--- config.mk ---
export PLATFORM = sky130hd
export DESIGN_NAME = mfr_status_readback_responder
export DESIGN_NICKNAME = d
export VERILOG_FILES = /design/src/verilog/readback_pkg.sv /design/src/verilog/mfr_status_readback_responder.sv /design/src/verilog/smbus_crc8.sv
export VERILOG_INCLUDE_DIRS = /design/src /design/src/verilog
export SDC_FILE = /design/constraint.sdc
export NUM_CORES = 1
export LEC_CHECK = 0
export BUFFER_PORTS_ARGS = -buffer_cell sky130_fd_sc_hd__buf_2
export CAP_MARGIN = 20
export CORE_ASPECT_RATIO = 1.4
export CORE_MARGIN = 2
export CORE_UTILIZATION = 51
export CTS_BUF_LIST = sky130_fd_sc_hd__clkbuf_16
export DETAILED_ROUTE_END_ITERATION = 6
export PLACE_DENSITY_LB_ADDON = 0.05
export SYNTH_ARGS = -nofsm -noshare
export SYNTH_HDL_FRONTEND = slang
export SYNTH_SLANG_ARGS = --single-unit
--- constraint.sdc ---
create_clock -name sys_clk -period 3.1 [get_ports sys_clk]
set_input_delay 0.31 -clock sys_clk [delete_from_list [all_inputs] [get_ports sys_clk]]
set_output_delay 0.31 -clock sys_clk [all_outputs]
set_load 0.05 [all_outputs]
--- src/verilog/readback_defines.svh ---
// constants for the manufacturer-specific read-back responder
`ifndef READBACK_DEFINES_SVH
`define READBACK_DEFINES_SVH
// ---------------------------------------------------------------
// command codes
// ---------------------------------------------------------------
`define CMD_SUMMARY    8'hD0
`define CMD_UNIT       8'hD1
`define CMD_ALARM      8'hD2
`define CMD_FAN        8'hD3
`define CMD_INPUT      8'hD4
`define CMD_FWREV      8'hD5
`define CMD_TIMER      8'hD6
`define CMD_CLEAR      8'h03
// ---------------------------------------------------------------
// data byte counts per reply
// ---------------------------------------------------------------
`define LEN_SUMMARY    4'hB
`define LEN_UNIT       4'h2
`define LEN_ALARM      4'h3
`define LEN_FAN        4'h6
`define LEN_INPUT      4'h4
`define LEN_FWREV      4'h6
`define LEN_TIMER      4'h3
// ---------------------------------------------------------------
// status-two and alarm field positions
// ---------------------------------------------------------------
`define ST2_PEC        7
`define ST2_OC         6
`define ST2_INV        5
`define ST2_ISO        3
`define ST2_RANGE      1
`define ST2_REMOTE     0
`define AL3_ISO        0
`define AL2_PWR        0
// ---------------------------------------------------------------
// values and timing
// ---------------------------------------------------------------
`define SHARE_LIMIT_MA 16'h1B58
`define FILL_BYTE      8'hFF
`define ZERO_BYTE      8'h00
`define CRC_POLY       8'h07
`define CRC_INIT       8'h00
`define BIT_LAST       4'h7
`define BIT_ACK        4'h8
`define CLK_HZ         125000000
`define HOUR_S         3600
`endif

--- src/verilog/readback_pkg.sv ---
// types shared by the read-back responder
package readback_pkg;
  // link sequencer states, one-hot
  typedef enum logic [5:0] {
    ST_IDLE = 6'b00_0001,
    ST_ADDR = 6'b00_0010,
    ST_CMD  = 6'b00_0100,
    ST_PEC  = 6'b00_1000,
    ST_TX   = 6'b01_0000,
    ST_SKIP = 6'b10_0000
  } link_state_e;
endpackage

--- src/verilog/mfr_status_readback_responder.sv ---
// smbus target answering manufacturer-specific read-back commands
// Notes on behaviour
// - replies over two bytes use block read
// - block reply starts with count, PEC excluded
// - analog values go low byte first
// - status and alarms readable together or grouped
// - summary: count 11, status, alarms, analogs
// - summary temperature is nearest its shutdown limit
// - unit command returns status two then one
// - status-two bit layout as listed
// - alarm command returns alarm three to one
// - share current above 7 A sets alarm
// - isolation fault from host or self test
// - destructive isolation fault shuts down
// - non-destructive isolation fault only flags
// - fan reply: count 6, percent, two rpms
// - missing fan or unsupported reads zero
// - input reply: count 4, voltage, power
// - firmware reply: count 6, three rev pairs
// - timer reply: count 3, operating hours
// - hours advance in standby and main output
// - data not ready returns all-ones bytes
// - final fault asserts alert, holds until clear
`timescale 1ns/1ps
`default_nettype none
`include "readback_defines.svh"
module mfr_status_readback_responder
  import readback_pkg::*;
#(
  parameter logic [6:0]  DEV_ADDR    = 7'h10,
  parameter logic        FAN_CMD_OK  = 1'b1,
  parameter logic [63:0] HOUR_CYCLES = 64'(`HOUR_S) * 64'(`CLK_HZ)
) (
  input  wire logic        sys_clk,
  input  wire logic        resetn,
  input  wire logic        ce,
  input  wire logic        scl_i,
  input  wire logic        sda_i,
  output logic             sda_o,
  output logic             sda_oe,
  input  wire logic        remote_on_pin,
  input  wire logic        oc_hiccup,
  input  wire logic        value_range_error,
  input  wire logic [7:0]  unit_status_low_src,
  input  wire logic [7:3]  alarm_three_src,
  input  wire logic [7:1]  alarm_two_src,
  input  wire logic [7:0]  alarm_one_src,
  input  wire logic [15:0] share_current_ma,
  input  wire logic        iso_host_fail,
  input  wire logic        iso_self_fail,
  input  wire logic        iso_destructive,
  input  wire logic        fault_final,
  input  wire logic        data_ready,
  input  wire logic        unit_powered,
  input  wire logic [15:0] vout_val,
  input  wire logic [15:0] iout_val,
  input  wire logic [15:0] temp_a,
  input  wire logic [15:0] temp_a_limit,
  input  wire logic [15:0] temp_b,
  input  wire logic [15:0] temp_b_limit,
  input  wire logic [15:0] fan_pct,
  input  wire logic [15:0] fan1_rpm,
  input  wire logic [15:0] fan2_rpm,
  input  wire logic [1:0]  fan_present,
  input  wire logic [15:0] vin_val,
  input  wire logic [15:0] pin_val,
  input  wire logic [47:0] fw_revs,
  output logic             alert_n,
  output logic             shutdown
);
  // ---------------------------------------------------------------
  // pin synchronisers and edge detection
  // ---------------------------------------------------------------
  logic [2:0] pin_s1;          // first stage, read only by pin_s2
  logic [2:0] pin_s2;          // second stage {remote, sda, scl}
  logic       scl_q, sda_q;    // previous settled levels
  logic       scl_rise, scl_fall, start_evt, stop_evt;

  // two-flop synchroniser for all pin inputs
  always_ff @(posedge sys_clk or negedge resetn) begin
    if (!resetn) begin
      // bus lines idle high, so no false edge follows reset
      pin_s1 <= 3'h3;
      pin_s2 <= 3'h3;
      scl_q  <= 1'b1;
      sda_q  <= 1'b1;
    end else if (ce) begin
      pin_s1 <= {remote_on_pin, sda_i, scl_i};
      pin_s2 <= pin_s1;
      scl_q  <= pin_s2[0];
      sda_q  <= pin_s2[1];
    end
  end

  assign scl_rise  = pin_s2[0] & ~scl_q;
  assign scl_fall  = ~pin_s2[0] & scl_q;
  assign start_evt = pin_s2[0] & scl_q & sda_q & ~pin_s2[1];
  assign stop_evt  = pin_s2[0] & scl_q & ~sda_q & pin_s2[1];

  // ---------------------------------------------------------------
  // link sequencer
  // ---------------------------------------------------------------
  link_state_e state_r;          // sequencer state
  logic [3:0]  bit_cnt_r;        // bits seen in current byte
  logic [7:0]  shreg_r;          // receive shifter
  logic [7:0]  cmd_r;            // latched command code
  logic        cmd_ok_r;         // a command byte was written
  logic        ack_pend_r;       // we owe an ack on next ack slot
  logic [3:0]  idx_r;            // reply byte index
  logic        load_r;           // fetch reply byte next cycle
  logic [7:0]  tx_byte_r;        // byte being shifted out
  logic        oe_r;             // pulling sda low
  logic        clear_evt;        // clear-faults command seen
  logic        pec_chk_r;        // check remainder next cycle
  logic        inv_evt;          // read of unsupported command
  logic [7:0]  rx_byte;          // completed receive byte
  logic [7:0]  crc_val;          // running pec remainder
  logic [7:0]  reply_byte;       // byte selected for idx_r
  logic        reply_inv;        // command not supported

  assign rx_byte   = {shreg_r[6:0], pin_s2[1]};
  assign clear_evt = ce & scl_rise & (state_r == ST_CMD) &
                     (bit_cnt_r == `BIT_LAST) & (rx_byte == `CMD_CLEAR);
  assign inv_evt   = ce & load_r & reply_inv;

  // byte framing, addressing and reply sequencing
  always_ff @(posedge sys_clk or negedge resetn) begin
    if (!resetn) begin
      state_r    <= ST_IDLE;
      bit_cnt_r  <= 4'h0;
      shreg_r    <= 8'h00;
      cmd_r      <= 8'h00;
      cmd_ok_r   <= 1'b0;
      ack_pend_r <= 1'b0;
      idx_r      <= 4'h0;
      load_r     <= 1'b0;
      pec_chk_r  <= 1'b0;
    end else if (ce) begin
      load_r    <= 1'b0;
      pec_chk_r <= 1'b0;
      if (stop_evt) begin
        // stop ends every transfer
        state_r    <= ST_IDLE;
        ack_pend_r <= 1'b0;
      end else if (start_evt) begin
        // start or repeated start; command survives a repeat
        state_r    <= ST_ADDR;
        bit_cnt_r  <= 4'h0;
        ack_pend_r <= 1'b0;
        if (state_r == ST_IDLE) begin
          cmd_ok_r <= 1'b0;
        end
      end else if (scl_rise && state_r != ST_IDLE && state_r != ST_SKIP) begin
        bit_cnt_r <= (bit_cnt_r == `BIT_ACK) ? 4'h0 : bit_cnt_r + 4'h1;
        if (bit_cnt_r != `BIT_ACK) begin
          shreg_r <= rx_byte;
        end
        if (bit_cnt_r == `BIT_LAST) begin
          case (state_r)
            ST_ADDR: begin
              if (rx_byte[7:1] != DEV_ADDR) begin
                state_r <= ST_SKIP;
              end else if (rx_byte[0] && cmd_ok_r) begin
                // read after command: first reply byte
                state_r    <= ST_TX;
                ack_pend_r <= 1'b1;
                idx_r      <= 4'h0;
                load_r     <= 1'b1;
              end else if (rx_byte[0]) begin
                state_r <= ST_SKIP;
              end else begin
                state_r    <= ST_CMD;
                ack_pend_r <= 1'b1;
              end
            end
            ST_CMD: begin
              cmd_r      <= rx_byte;
              cmd_ok_r   <= 1'b1;
              ack_pend_r <= 1'b1;
              state_r    <= ST_PEC;
            end
            ST_PEC: begin
              // optional pec on the write phase
              ack_pend_r <= 1'b1;
              pec_chk_r  <= 1'b1;
            end
            default: begin
            end
          endcase
        end else if (bit_cnt_r == `BIT_ACK) begin
          if (ack_pend_r) begin
            ack_pend_r <= 1'b0;
          end else if (state_r == ST_TX && pin_s2[1]) begin
            state_r <= ST_SKIP;
          end else if (state_r == ST_TX) begin
            idx_r  <= idx_r + 4'h1;
            load_r <= 1'b1;
          end
        end
      end
    end
  end

  // sda drive: ack slots and reply bits, changed on scl fall
  always_ff @(posedge sys_clk or negedge resetn) begin
    if (!resetn) begin
      oe_r <= 1'b0;
    end else if (ce) begin
      if (stop_evt || start_evt || state_r == ST_SKIP || state_r == ST_IDLE) begin
        oe_r <= 1'b0;
      end else if (scl_fall) begin
        if (bit_cnt_r == `BIT_ACK) begin
          oe_r <= ack_pend_r;
        end else if (state_r == ST_TX) begin
          oe_r <= ~tx_byte_r[3'(`BIT_LAST - bit_cnt_r)];
        end else begin
          oe_r <= 1'b0;
        end
      end
    end
  end

  assign sda_oe = oe_r;
  assign sda_o  = 1'b0;

  logic crc_act;     // bus bits belong to our transaction
  logic crc_hold_r;  // first bit of a byte waits for scl fall
  logic crc_bit_r;   // value of that held bit

  assign crc_act = state_r != ST_IDLE && state_r != ST_SKIP;

  // the clock rise that opens a repeated start or stop is not a bit:
  // hold the first bit of each byte until scl falls, drop it on start/stop
  always_ff @(posedge sys_clk or negedge resetn) begin
    if (!resetn) begin
      crc_hold_r <= 1'b0;
      crc_bit_r  <= 1'b0;
    end else if (ce) begin
      if (start_evt || stop_evt || scl_fall) begin
        crc_hold_r <= 1'b0;
      end else if (scl_rise && crc_act && bit_cnt_r == 4'h0) begin
        crc_hold_r <= 1'b1;
        crc_bit_r  <= pin_s2[1];
      end
    end
  end

  // pec over every bus data bit of our transaction
  smbus_crc8 u_crc (
    .sys_clk (sys_clk),
    .resetn  (resetn),
    .ce      (ce),
    .clr     (start_evt && state_r == ST_IDLE),
    .en      ((scl_rise && crc_act && bit_cnt_r != `BIT_ACK && bit_cnt_r != 4'h0) ||
              (scl_fall && crc_hold_r)),
    .din     (scl_fall ? crc_bit_r : pin_s2[1]),
    .crc     (crc_val)
  );

  // ---------------------------------------------------------------
  // status and alarm registers
  // ---------------------------------------------------------------
  logic [7:0] unit_status_high, unit_status_low;
  logic [7:0] alarm_group_three, alarm_group_two, alarm_group_one;
  logic [7:0] st2_live, al3_live, al2_live;
  logic       frozen_r;        // final fault state reached
  logic       pec_err_r, inv_r, iso_r, shutdown_r, alert_n_r;
  logic       iso_evt;

  assign iso_evt  = iso_host_fail | iso_self_fail;
  assign st2_live = {pec_err_r, oc_hiccup, inv_r, 1'b0, iso_r,
                     1'b0, value_range_error, pin_s2[2]};
  assign al3_live = {alarm_three_src, 2'b00, iso_r};
  assign al2_live = {alarm_two_src,
                     share_current_ma > `SHARE_LIMIT_MA};

  // sticky flags; a set in the clearing cycle wins
  always_ff @(posedge sys_clk or negedge resetn) begin
    if (!resetn) begin
      pec_err_r <= 1'b0;
      inv_r     <= 1'b0;
      iso_r     <= 1'b0;
    end else if (ce) begin
      pec_err_r <= (pec_chk_r && crc_val != `CRC_INIT) | (pec_err_r & ~clear_evt);
      inv_r     <= inv_evt | (inv_r & ~clear_evt);
      iso_r     <= iso_evt | (iso_r & ~clear_evt);
    end
  end

  // shutdown only for a destructive isolation fault
  always_ff @(posedge sys_clk or negedge resetn) begin
    if (!resetn) begin
      shutdown_r <= 1'b0;
    end else if (ce && iso_evt && iso_destructive) begin
      shutdown_r <= 1'b1;
    end
  end

  // live tracking until final state, then held and only added to
  always_ff @(posedge sys_clk or negedge resetn) begin
    if (!resetn) begin
      frozen_r          <= 1'b0;
      alert_n_r         <= 1'b1;
      unit_status_high  <= 8'h00;
      unit_status_low   <= 8'h00;
      alarm_group_three <= 8'h00;
      alarm_group_two   <= 8'h00;
      alarm_group_one   <= 8'h00;
    end else if (ce) begin
      frozen_r  <= fault_final | (frozen_r & ~clear_evt);
      alert_n_r <= ~(fault_final | (frozen_r & ~clear_evt));
      if (frozen_r && !clear_evt) begin
        unit_status_high  <= unit_status_high | st2_live;
        unit_status_low   <= unit_status_low | unit_status_low_src;
        alarm_group_three <= alarm_group_three | al3_live;
        alarm_group_two   <= alarm_group_two | al2_live;
        alarm_group_one   <= alarm_group_one | alarm_one_src;
      end else begin
        unit_status_high  <= st2_live;
        unit_status_low   <= unit_status_low_src;
        alarm_group_three <= al3_live;
        alarm_group_two   <= al2_live;
        alarm_group_one   <= alarm_one_src;
      end
    end
  end

  assign alert_n  = alert_n_r;
  assign shutdown = shutdown_r;

  // ---------------------------------------------------------------
  // operating hours
  // ---------------------------------------------------------------
  logic [63:0] presc_r;        // cycles within current hour
  logic [23:0] hours_r;        // about 1900 years of range
  logic        hour_tick;

  assign hour_tick = (presc_r == HOUR_CYCLES - 64'h1);

  // counts whenever the unit is in standby or main output
  always_ff @(posedge sys_clk or negedge resetn) begin
    if (!resetn) begin
      presc_r <= 64'h0;
      hours_r <= 24'h0;
    end else if (ce && unit_powered) begin
      presc_r <= hour_tick ? 64'h0 : presc_r + 64'h1;
      if (hour_tick) begin
        hours_r <= hours_r + 24'h1;
      end
    end
  end

  // ---------------------------------------------------------------
  // reply assembly
  // ---------------------------------------------------------------
  logic [95:0] rdata;          // data bytes, first in top byte
  logic [3:0]  rlen;           // data byte count
  logic        rblk;           // block read format
  logic [3:0]  pos;            // position, 0 is the count byte
  logic [15:0] temp_sel;       // hottest relative to its limit

  // pick the sensor with the smaller margin to shutdown
  assign temp_sel = ((temp_a_limit - temp_a) <= (temp_b_limit - temp_b)) ?
                    temp_a : temp_b;

  // per-command data layout, analog values low byte before high byte
  always_comb begin
    rdata     = 96'h0;
    rlen      = 4'h0;
    rblk      = 1'b1;
    reply_inv = 1'b0;
    case (cmd_r)
      `CMD_SUMMARY: begin
        rlen  = `LEN_SUMMARY;
        rdata = {unit_status_high, unit_status_low, alarm_group_three,
                 alarm_group_two, alarm_group_one,
                 vout_val[7:0], vout_val[15:8], iout_val[7:0], iout_val[15:8],
                 temp_sel[7:0], temp_sel[15:8], 8'h00};
      end
      `CMD_UNIT: begin
        rlen  = `LEN_UNIT;
        rblk  = 1'b0;
        rdata = {unit_status_high, unit_status_low, 80'h0};
      end
      `CMD_ALARM: begin
        rlen  = `LEN_ALARM;
        rdata = {alarm_group_three, alarm_group_two, alarm_group_one, 72'h0};
      end
      `CMD_FAN: begin
        rlen  = `LEN_FAN;
        rdata = {fan_pct[7:0], fan_pct[15:8],
                 fan1_rpm[7:0], fan1_rpm[15:8],
                 fan2_rpm[7:0], fan2_rpm[15:8], 48'h0};
        rdata[95:80] = FAN_CMD_OK ? rdata[95:80] : 16'h0;
        rdata[79:64] = (FAN_CMD_OK && fan_present[0]) ? rdata[79:64] : 16'h0;
        rdata[63:48] = (FAN_CMD_OK && fan_present[1]) ? rdata[63:48] : 16'h0;
      end
      `CMD_INPUT: begin
        rlen  = `LEN_INPUT;
        rdata = {vin_val[7:0], vin_val[15:8], pin_val[7:0], pin_val[15:8], 64'h0};
      end
      `CMD_FWREV: begin
        rlen  = `LEN_FWREV;
        rdata = {fw_revs, 48'h0};
      end
      `CMD_TIMER: begin
        rlen  = `LEN_TIMER;
        rdata = {hours_r[7:0], hours_r[15:8], hours_r[23:16], 72'h0};
      end
      default: begin
        reply_inv = 1'b1;
      end
    endcase
  end

  assign pos = rblk ? idx_r : idx_r + 4'h1;

  // byte at the current position: count, data, pec, then fill
  always_comb begin
    reply_byte = `FILL_BYTE;
    if (reply_inv) begin
      reply_byte = `FILL_BYTE;
    end else if (pos == 4'h0) begin
      reply_byte = {4'h0, rlen};
    end else if (pos <= rlen) begin
      reply_byte = data_ready ? rdata[8'(8'd103 - {pos, 3'b000}) -: 8] :
                   `FILL_BYTE;
    end else if (pos == rlen + 4'h1) begin
      reply_byte = crc_val;
    end
  end

  // capture the reply byte once per slot so it holds for 8 bits
  always_ff @(posedge sys_clk or negedge resetn) begin
    if (!resetn) begin
      tx_byte_r <= `FILL_BYTE;
    end else if (ce && load_r) begin
      tx_byte_r <= reply_byte;
    end
  end
endmodule
`default_nettype wire

--- src/verilog/smbus_crc8.sv ---
// bit-serial smbus crc-8 accumulator
`timescale 1ns/1ps
`default_nettype none
`include "readback_defines.svh"
module smbus_crc8 (
  input  wire logic       sys_clk,
  input  wire logic       resetn,
  input  wire logic       ce,
  input  wire logic       clr,
  input  wire logic       en,
  input  wire logic       din,
  output logic [7:0]      crc
);
  logic [7:0] crc_r;  // running remainder
  logic       fb;     // feedback bit

  assign fb  = crc_r[7] ^ din;
  assign crc = crc_r;

  // shift one bus bit in, msb first
  always_ff @(posedge sys_clk or negedge resetn) begin
    if (!resetn) begin
      crc_r <= `CRC_INIT;
    end else if (ce) begin
      if (clr) begin
        crc_r <= `CRC_INIT;
      end else if (en) begin
        crc_r <= {crc_r[6:0], 1'b0} ^ (fb ? `CRC_POLY : `ZERO_BYTE);
      end
    end
  end
endmodule
`default_nettype wire
==> After elaboration in Yosys (flattened, before gate mapping) <==
Index checks and enable logic that the tools add are counted.
{ "totals": {"out_inout_bits": 4, "in_bits": 284, "wordCells": 253, "regBits": 194} }
{ "op_classes": {"bitwise_logic": 39, "add_sub_neg": 9, "muxes": 82, "reduce_logical": 54, "n_lt_le_gt_ge": 4, "eq_ne": 33, "n_shift": 1} }
{ "ops": {"columns": ["cell", "n"], "rows": [
  ["one-hot mux 96 bit (7 select lines)", 1],
  ["variable part select 103 x 9 -> 8 bit", 1],
  ["2-to-1 mux 8 bit", 12],
  ["adder 64 x 1 -> 64 bit (second input constant)", 1],
  ["equality test 64 x 39 -> 1 bit (second input constant)", 1],
  ["2-to-1 mux 64 bit", 1],
  ["2-to-1 mux 6 bit", 10],
  ["equality test 8 bit (second input constant)", 7],
  ["2-to-1 mux 16 bit", 3],
  ["2-to-1 mux 4 bit", 12],
  ["OR 8 bit", 5],
  ["2-to-1 mux 1 bit", 38],
  ["subtractor 16 bit", 2],
  ["adder 24 x 1 -> 24 bit (second input constant)", 1],
  ["AND reduction 6 bit", 4],
  ["one-hot mux 4 bit (5 select lines)", 1],
  ["bitwise AND 1 bit", 17],
  ["logical AND 1 bit", 17],
  ["greater-than comparator 16 x 13 -> 1 bit (second input constant)", 1],
  ["<= comparator 16 bit", 1],
  ["nonzero test 2 bit", 8],
  ["adder 4 x 1 -> 4 bit (second input constant)", 3],
  ["!= test 6 bit (second input constant)", 2],
  ["one-hot mux 6 bit (2 select lines)", 1],
  ["other kinds (41)", 72]
]} }

==> Depth between registers and ports, before layout <==
{ "depth": {"depth_word": 10, "depth_mapped": 23, "ltp_nobuf": 22} }

==> Cells and area by module <==
From an unflattened synthesis, not the netlist that was laid out.
{ "unflattened": {"hier_cells": 1481, "hier_area_um2": 13110.1} }
{ "modules_own_cells": {"columns": ["mod", "seq_area_each_um2", "cells_each", "area_each_um2", "instances"], "rows": [
  ["mfr_status_readback_responder", 4574.4, 1444, 12719.7, 1],
  ["smbus_crc8", 200.2, 37, 390.4, 1]
]} }

==> Least setup slack after synthesis <==
OpenSTA, ideal clock, no wires.
{ "synth_path": {"kind": "input to register", "from": "input port temp_a_limit[0]", "to": "register tx_byte_r[0]", "setup_slack_ns": -1.367, "t_required_ns": 3.022, "n_path_buf": 1, "t_arrival_ns": 4.390, "path_stages": 23, "setup_time_ns": 0.078, "path_cell_list": "inv_1 ha_1 fa_1 nor2b_1 o21a_1 o21ai_0 a21oi_1 o2111ai_1 a31oi_1 a21o_1 a21oi_1 xnor2_1 ha_1 nand4_1 or4_1 a21oi_1 or4_1 buf_2 nand4_1 o2111a_1 o41ai_1 a31oi_1 o22ai_1"} }
{ "synth_via": {"elab_chain_len": 9} }
{ "synth_lines": {"columns": ["item", "line", "text"], "rows": [
  ["start, declared", "mfr_status_readback_responder.sv:58", "input wire logic [15:0] temp_a_limit,"],
  ["subtractor 16 bit", "mfr_status_readback_responder.sv:363", "assign temp_sel = ((temp_a_limit - temp_a) <= (temp_b_limit - temp_b)) ?"],
  ["<= comparator 16 bit", "mfr_status_readback_responder.sv:363", null],
  ["2-to-1 mux 16 bit", "mfr_status_readback_responder.sv:363", null],
  ["one-hot mux 96 bit (7 select lines)", "mfr_status_readback_responder.sv:372", "case (cmd_r)"],
  ["variable part select 103 x 9 -> 8 bit", "mfr_status_readback_responder.sv:426", "reply_byte = data_ready ? rdata[8'(8'd103 - {pos, 3'b000}) -: 8] :"],
  ["2-to-1 mux 8 bit (no source line)", null, null],
  ["2-to-1 mux 8 bit", "mfr_status_readback_responder.sv:425", "end else if (pos <= rlen) begin"],
  ["2-to-1 mux 8 bit", "mfr_status_readback_responder.sv:423", "end else if (pos == 4'h0) begin"],
  ["2-to-1 mux 8 bit", "mfr_status_readback_responder.sv:421", "if (reply_inv) begin"],
  ["end signal, assigned", "mfr_status_readback_responder.sv:436", "tx_byte_r <= `FILL_BYTE;"],
  ["end signal, assigned", "mfr_status_readback_responder.sv:438", "tx_byte_r <= reply_byte;"],
  ["end, declared", "mfr_status_readback_responder.sv:111", "logic [7:0] tx_byte_r;"]
]} }
No other way between the ends.
A chain may end at the register's enable or synchronous reset.

==> Worst setup path after layout <==
{ "layout_path": {"from": "input port temp_a[1]", "to": "register tx_byte_r[7]"} }
{ "layout_via": {"elab_chain_len": 9} }
{ "layout_lines": {"columns": ["item", "line", "text"], "rows": [
  ["start, declared", "mfr_status_readback_responder.sv:57", "input wire logic [15:0] temp_a,"],
  ["subtractor 16 bit", "mfr_status_readback_responder.sv:363", null],
  ["<= comparator 16 bit", "mfr_status_readback_responder.sv:363", null],
  ["2-to-1 mux 16 bit *", "mfr_status_readback_responder.sv:363", null],
  ["one-hot mux 96 bit (7 select lines) *", "mfr_status_readback_responder.sv:372", null],
  ["variable part select 103 x 9 -> 8 bit *", "mfr_status_readback_responder.sv:426", null],
  ["2-to-1 mux 8 bit (no source line) *", null, null],
  ["2-to-1 mux 8 bit *", "mfr_status_readback_responder.sv:425", null],
  ["2-to-1 mux 8 bit *", "mfr_status_readback_responder.sv:423", null],
  ["2-to-1 mux 8 bit *", "mfr_status_readback_responder.sv:421", null]
]} }
Every way passes the cells marked *; elsewhere a longest branch is shown, timed or not.

==> results by group <==
Worst hold path
  – Min-delay src: fault_final
  – HP Class: in -> reg

Critical path
  – Crit start category: input pin
  – Setup crit end kind: flip-flop
  – Cell chain of the critical path: buf_6, inv_4, ha_4, nor2b_1, o21a_1, o21ai_2, a211oi_2, a211oi_2, a21oi_2, a211o_1, a21oi_2, xnor2_1, ha_1, nand4_1, buf_4, nor2_4, o2bb2ai_4, or4_4, buf_6, nand2_4, nand4_1, o2111a_1, a2111o_1, nand3_1
  – Setup Crit Path Kind: in -> reg
  – Slowest stage delay, CP: 0.56 ns
  – Critical path buffers and inverters: 4
  – CP top delay family: compound AO/OA/AOI/OAI gates
  – Worst EP arrival: 4.46 ns
  – R2R Path Start: cmd_r[5]
  – Crit Path Max Fanout: 7
  – CP max stage cell: or4_4
  – Worst Setup SP: temp_a[1]
  – Critical Path RT: 3.49 ns

GRT
  – First-pass GRT wire length: 73.0 mm
  – Largest net degree at the start of global routing: 73
  – Vias in the first global route: 13400
  – Total grt overflow: 0
  – Tot GR Track Use: 34.3%
  – Initial antenna violation count: 5

Synth
  – Area leader, netlist: dfrtp_1
  – Sequential-to-total area share from yosys stat: 36.1%
  – Post-synth top flop: dfrtp_1
  – Seq cells post-synth: 190
  – Most common cell in the netlist: dfrtp_1
  – Synth Net Count: 1809
  – Largest cells by area after synthesis: dfrtp_1 (33%), ha_1 (5.4%), xnor2_1 (5.1%)
  – Top cell type's share of synthesized area: 32.9%
  – Top cells by count, synth: dfrtp_1 (174), nand2_1 (153), nand3_1 (78), nor2_1 (77), xnor2_1 (77)
  – EDFF count, synth: 0
  – Yosys Warn Count: 0
  – Avg Cell Area, Syn: 9.03 µm²
  – Post-Syn Area: 13200 µm²
  – Cells after Synth: 1466
  – Async S/R FF share, synth: 100%
  – Library cells used by synthesis: 88

Floorplan
  – Die width: 140 µm
  – Area of the core: 25500 µm²
  – DIE AREA: 27300 µm²
  – I/O pin total: 288
  – Die Span Y: 195 µm
  – Initial Util: 52.0%
  – # rows: 69

Finish
  – Final cell count without fillers: 2252
  – Layout cells sized above 1: 33.9%
  – Final instance area: 17400 µm²
  – Area grow syn2layout: 31.6%
  – Layout net count: 2258

Place
  – Detail Placement HPWL: 37.1 mm
  – RePlAce Congestion: 0.971
  – Dpl cell area: 16400 µm²
  – Buffers on Ports: 286
  – Inst Count DP: 2202

STA
  – Final WS setup: -0.978 ns
  – Setup violators final: 8
  – Final period util: 132%
  – Fin crit period: 4.08 ns
  – Slew Limit Fails: 0
  – Hold Fails Final Rpt: 0
  – Final setup skew: 0.0138 ns
  – RSZ-0062 raised after global routing: yes
  – Fmax: 245 MHz
  – Worst-Margin Slew: 0.583 ns
  – Rel. slew slack: 60.8%

Detailed routing
  – Total Routed Length: 47.1 mm
  – Via/cell ratio: 6.08
  – Drt first pass iters: 7
  – Via count: 13700
  – Post-route ant nets: 0
  – 1st-iter DRT viols: 1088
  – DR DRC count: 41
  – Routed WL per cell: 20.9 µm

Clock tree
  – CTS Root Cell: clkbuf_16
  – Clk buf depth: 2
  – TritonCTS buffer count: 17
  – Clock Latency Late Sink: 0.46 ns
  – CTS tree: yes
  – Clock-pin slew on the worst setup and hold paths: 0.08 ns
  – H-Tree Depth: 4
  – Sink Count: 190

Pwr
  – Leak Pwr: 7.97 nW
  – Overall power: 7.03 mW
  – Power density over the cells: 404 nW/µm²
  – Maximum VDD drop: 0.482 mV

Run status
  – Failing checks: DRC, setup timing
  – Status: complete, but fails checks

Flow run
  – MaxCap Viol Count: 0
-- routing by layer --
metal  wire (µm)  vias to the layer above  GRT usage [%]
met5           0                        -              0
met4        1990                        0           14.4
met3        2850                      131           5.08
met2       24000                      566           61.3
met1       18300                     6646           41.0
li1            -                     6356              -
-- where the power goes --
group	internal, mW	total [mW]	switching [mW]
registers	2.68	2.90	0.225
logic	0.946	1.90	0.951
clock network	1.10	2.23	1.13
-- state kept, by name, summed over array words and instances (netlist names), 7 cells and up --
name and count:
presc_r 64, alarm_group_one 8, unit_status_low 8, shreg_r 7, u_crc.crc 8, alarm_group_two 8, tx_byte_r 8, hours_r 24
cmd_r 8
-- layout make-up --
type / count / area [µm²]
diodes: 5 / 12.5
inverters: 64 / 255
fillers: 2128 / 8060
repair buffers: 493 / 3110
flip-flops and latches: 190 / 4770
clock inverters: 15 / 183
multi-input cells: 1149 / 8250
well taps: 319 / 399
clock buffers: 17 / 425
-- stage by stage --
stage	util [%]	worst slack [ns]	TNS, ns	hold WS, ns
floorplan	-	-1.01	-7.78	0.0144
global placement	64.4	-1.54	-11.94	0.343
detailed placement	64.4	-1.64	-12.75	0.343
CTS	67.7	-0.919	-6.80	0.0129
global route	68.4	-1.15	-8.78	0.0177
finish	68.4	-0.978	-7.43	0.0233
-- timing repair --
action / CTS / global route
gates cloned: 1 / 0
buffers inserted: 8 / 4
resized for setup: 39 / 22
endpoints found under the hold margin: 51 / 0
hold buffers: 1 / 0
endpoints found under the setup margin: 8 / 17
pin swaps: 25 / 19
-- logic make-up (layout without fill, tap and decap cells) --
| group | count (synthesis) | in the layout | synth area share, % |
|---|---|---|---|
| AOI/OAI and AO/OA | 367 | 367 | 19.4 |
| DFF | 190 | 190 | 36.1 |
| and+or+nand+nor | 542 | 542 | 21.7 |
| xor gates and xnor gates | 124 | 124 | 8.32 |
| other | 1 | 6 | 0.0283 |
| adders and majority gates | 59 | 59 | 5.69 |
| buffers and inverters | 127 | 589 | 4.08 |
| muxes | 56 | 56 | 4.72 |
-- placed cells by master, fill, tap and decap left out, drive strengths merged, types with 25 or more instances in the layout --
cell type  instances
and3              25
inv               73
ha                57
nor2              79
buf              491
nor4              29
xor2              45
dfrtp            174
mux2              31
a22oi             50
nand4             36
o21ai             70
xnor2             79
nand3             78
a21oi             68
nor3              41
a22o              45
nand2            153
-- worst paths after layout --
| check | cells past startpoint | to | slack [ns] |
|---|---|---|---|
| hold reg to reg | 1 | shutdown | 0.48 |
| setup reg to reg | 14 | tx_byte_r[1] | -0.17 |
| min in group asynchronous | 2 | u_crc.crc[1] | 0.41 |
| setup / recovery | 24 | tx_byte_r[7] | -0.98 |
| max in group asynchronous | 3 | scl_q | 1.75 |
| hold / removal | 2 | alert_n | 0.02 |
No activity file was read; power rests on OpenSTA's default activity.
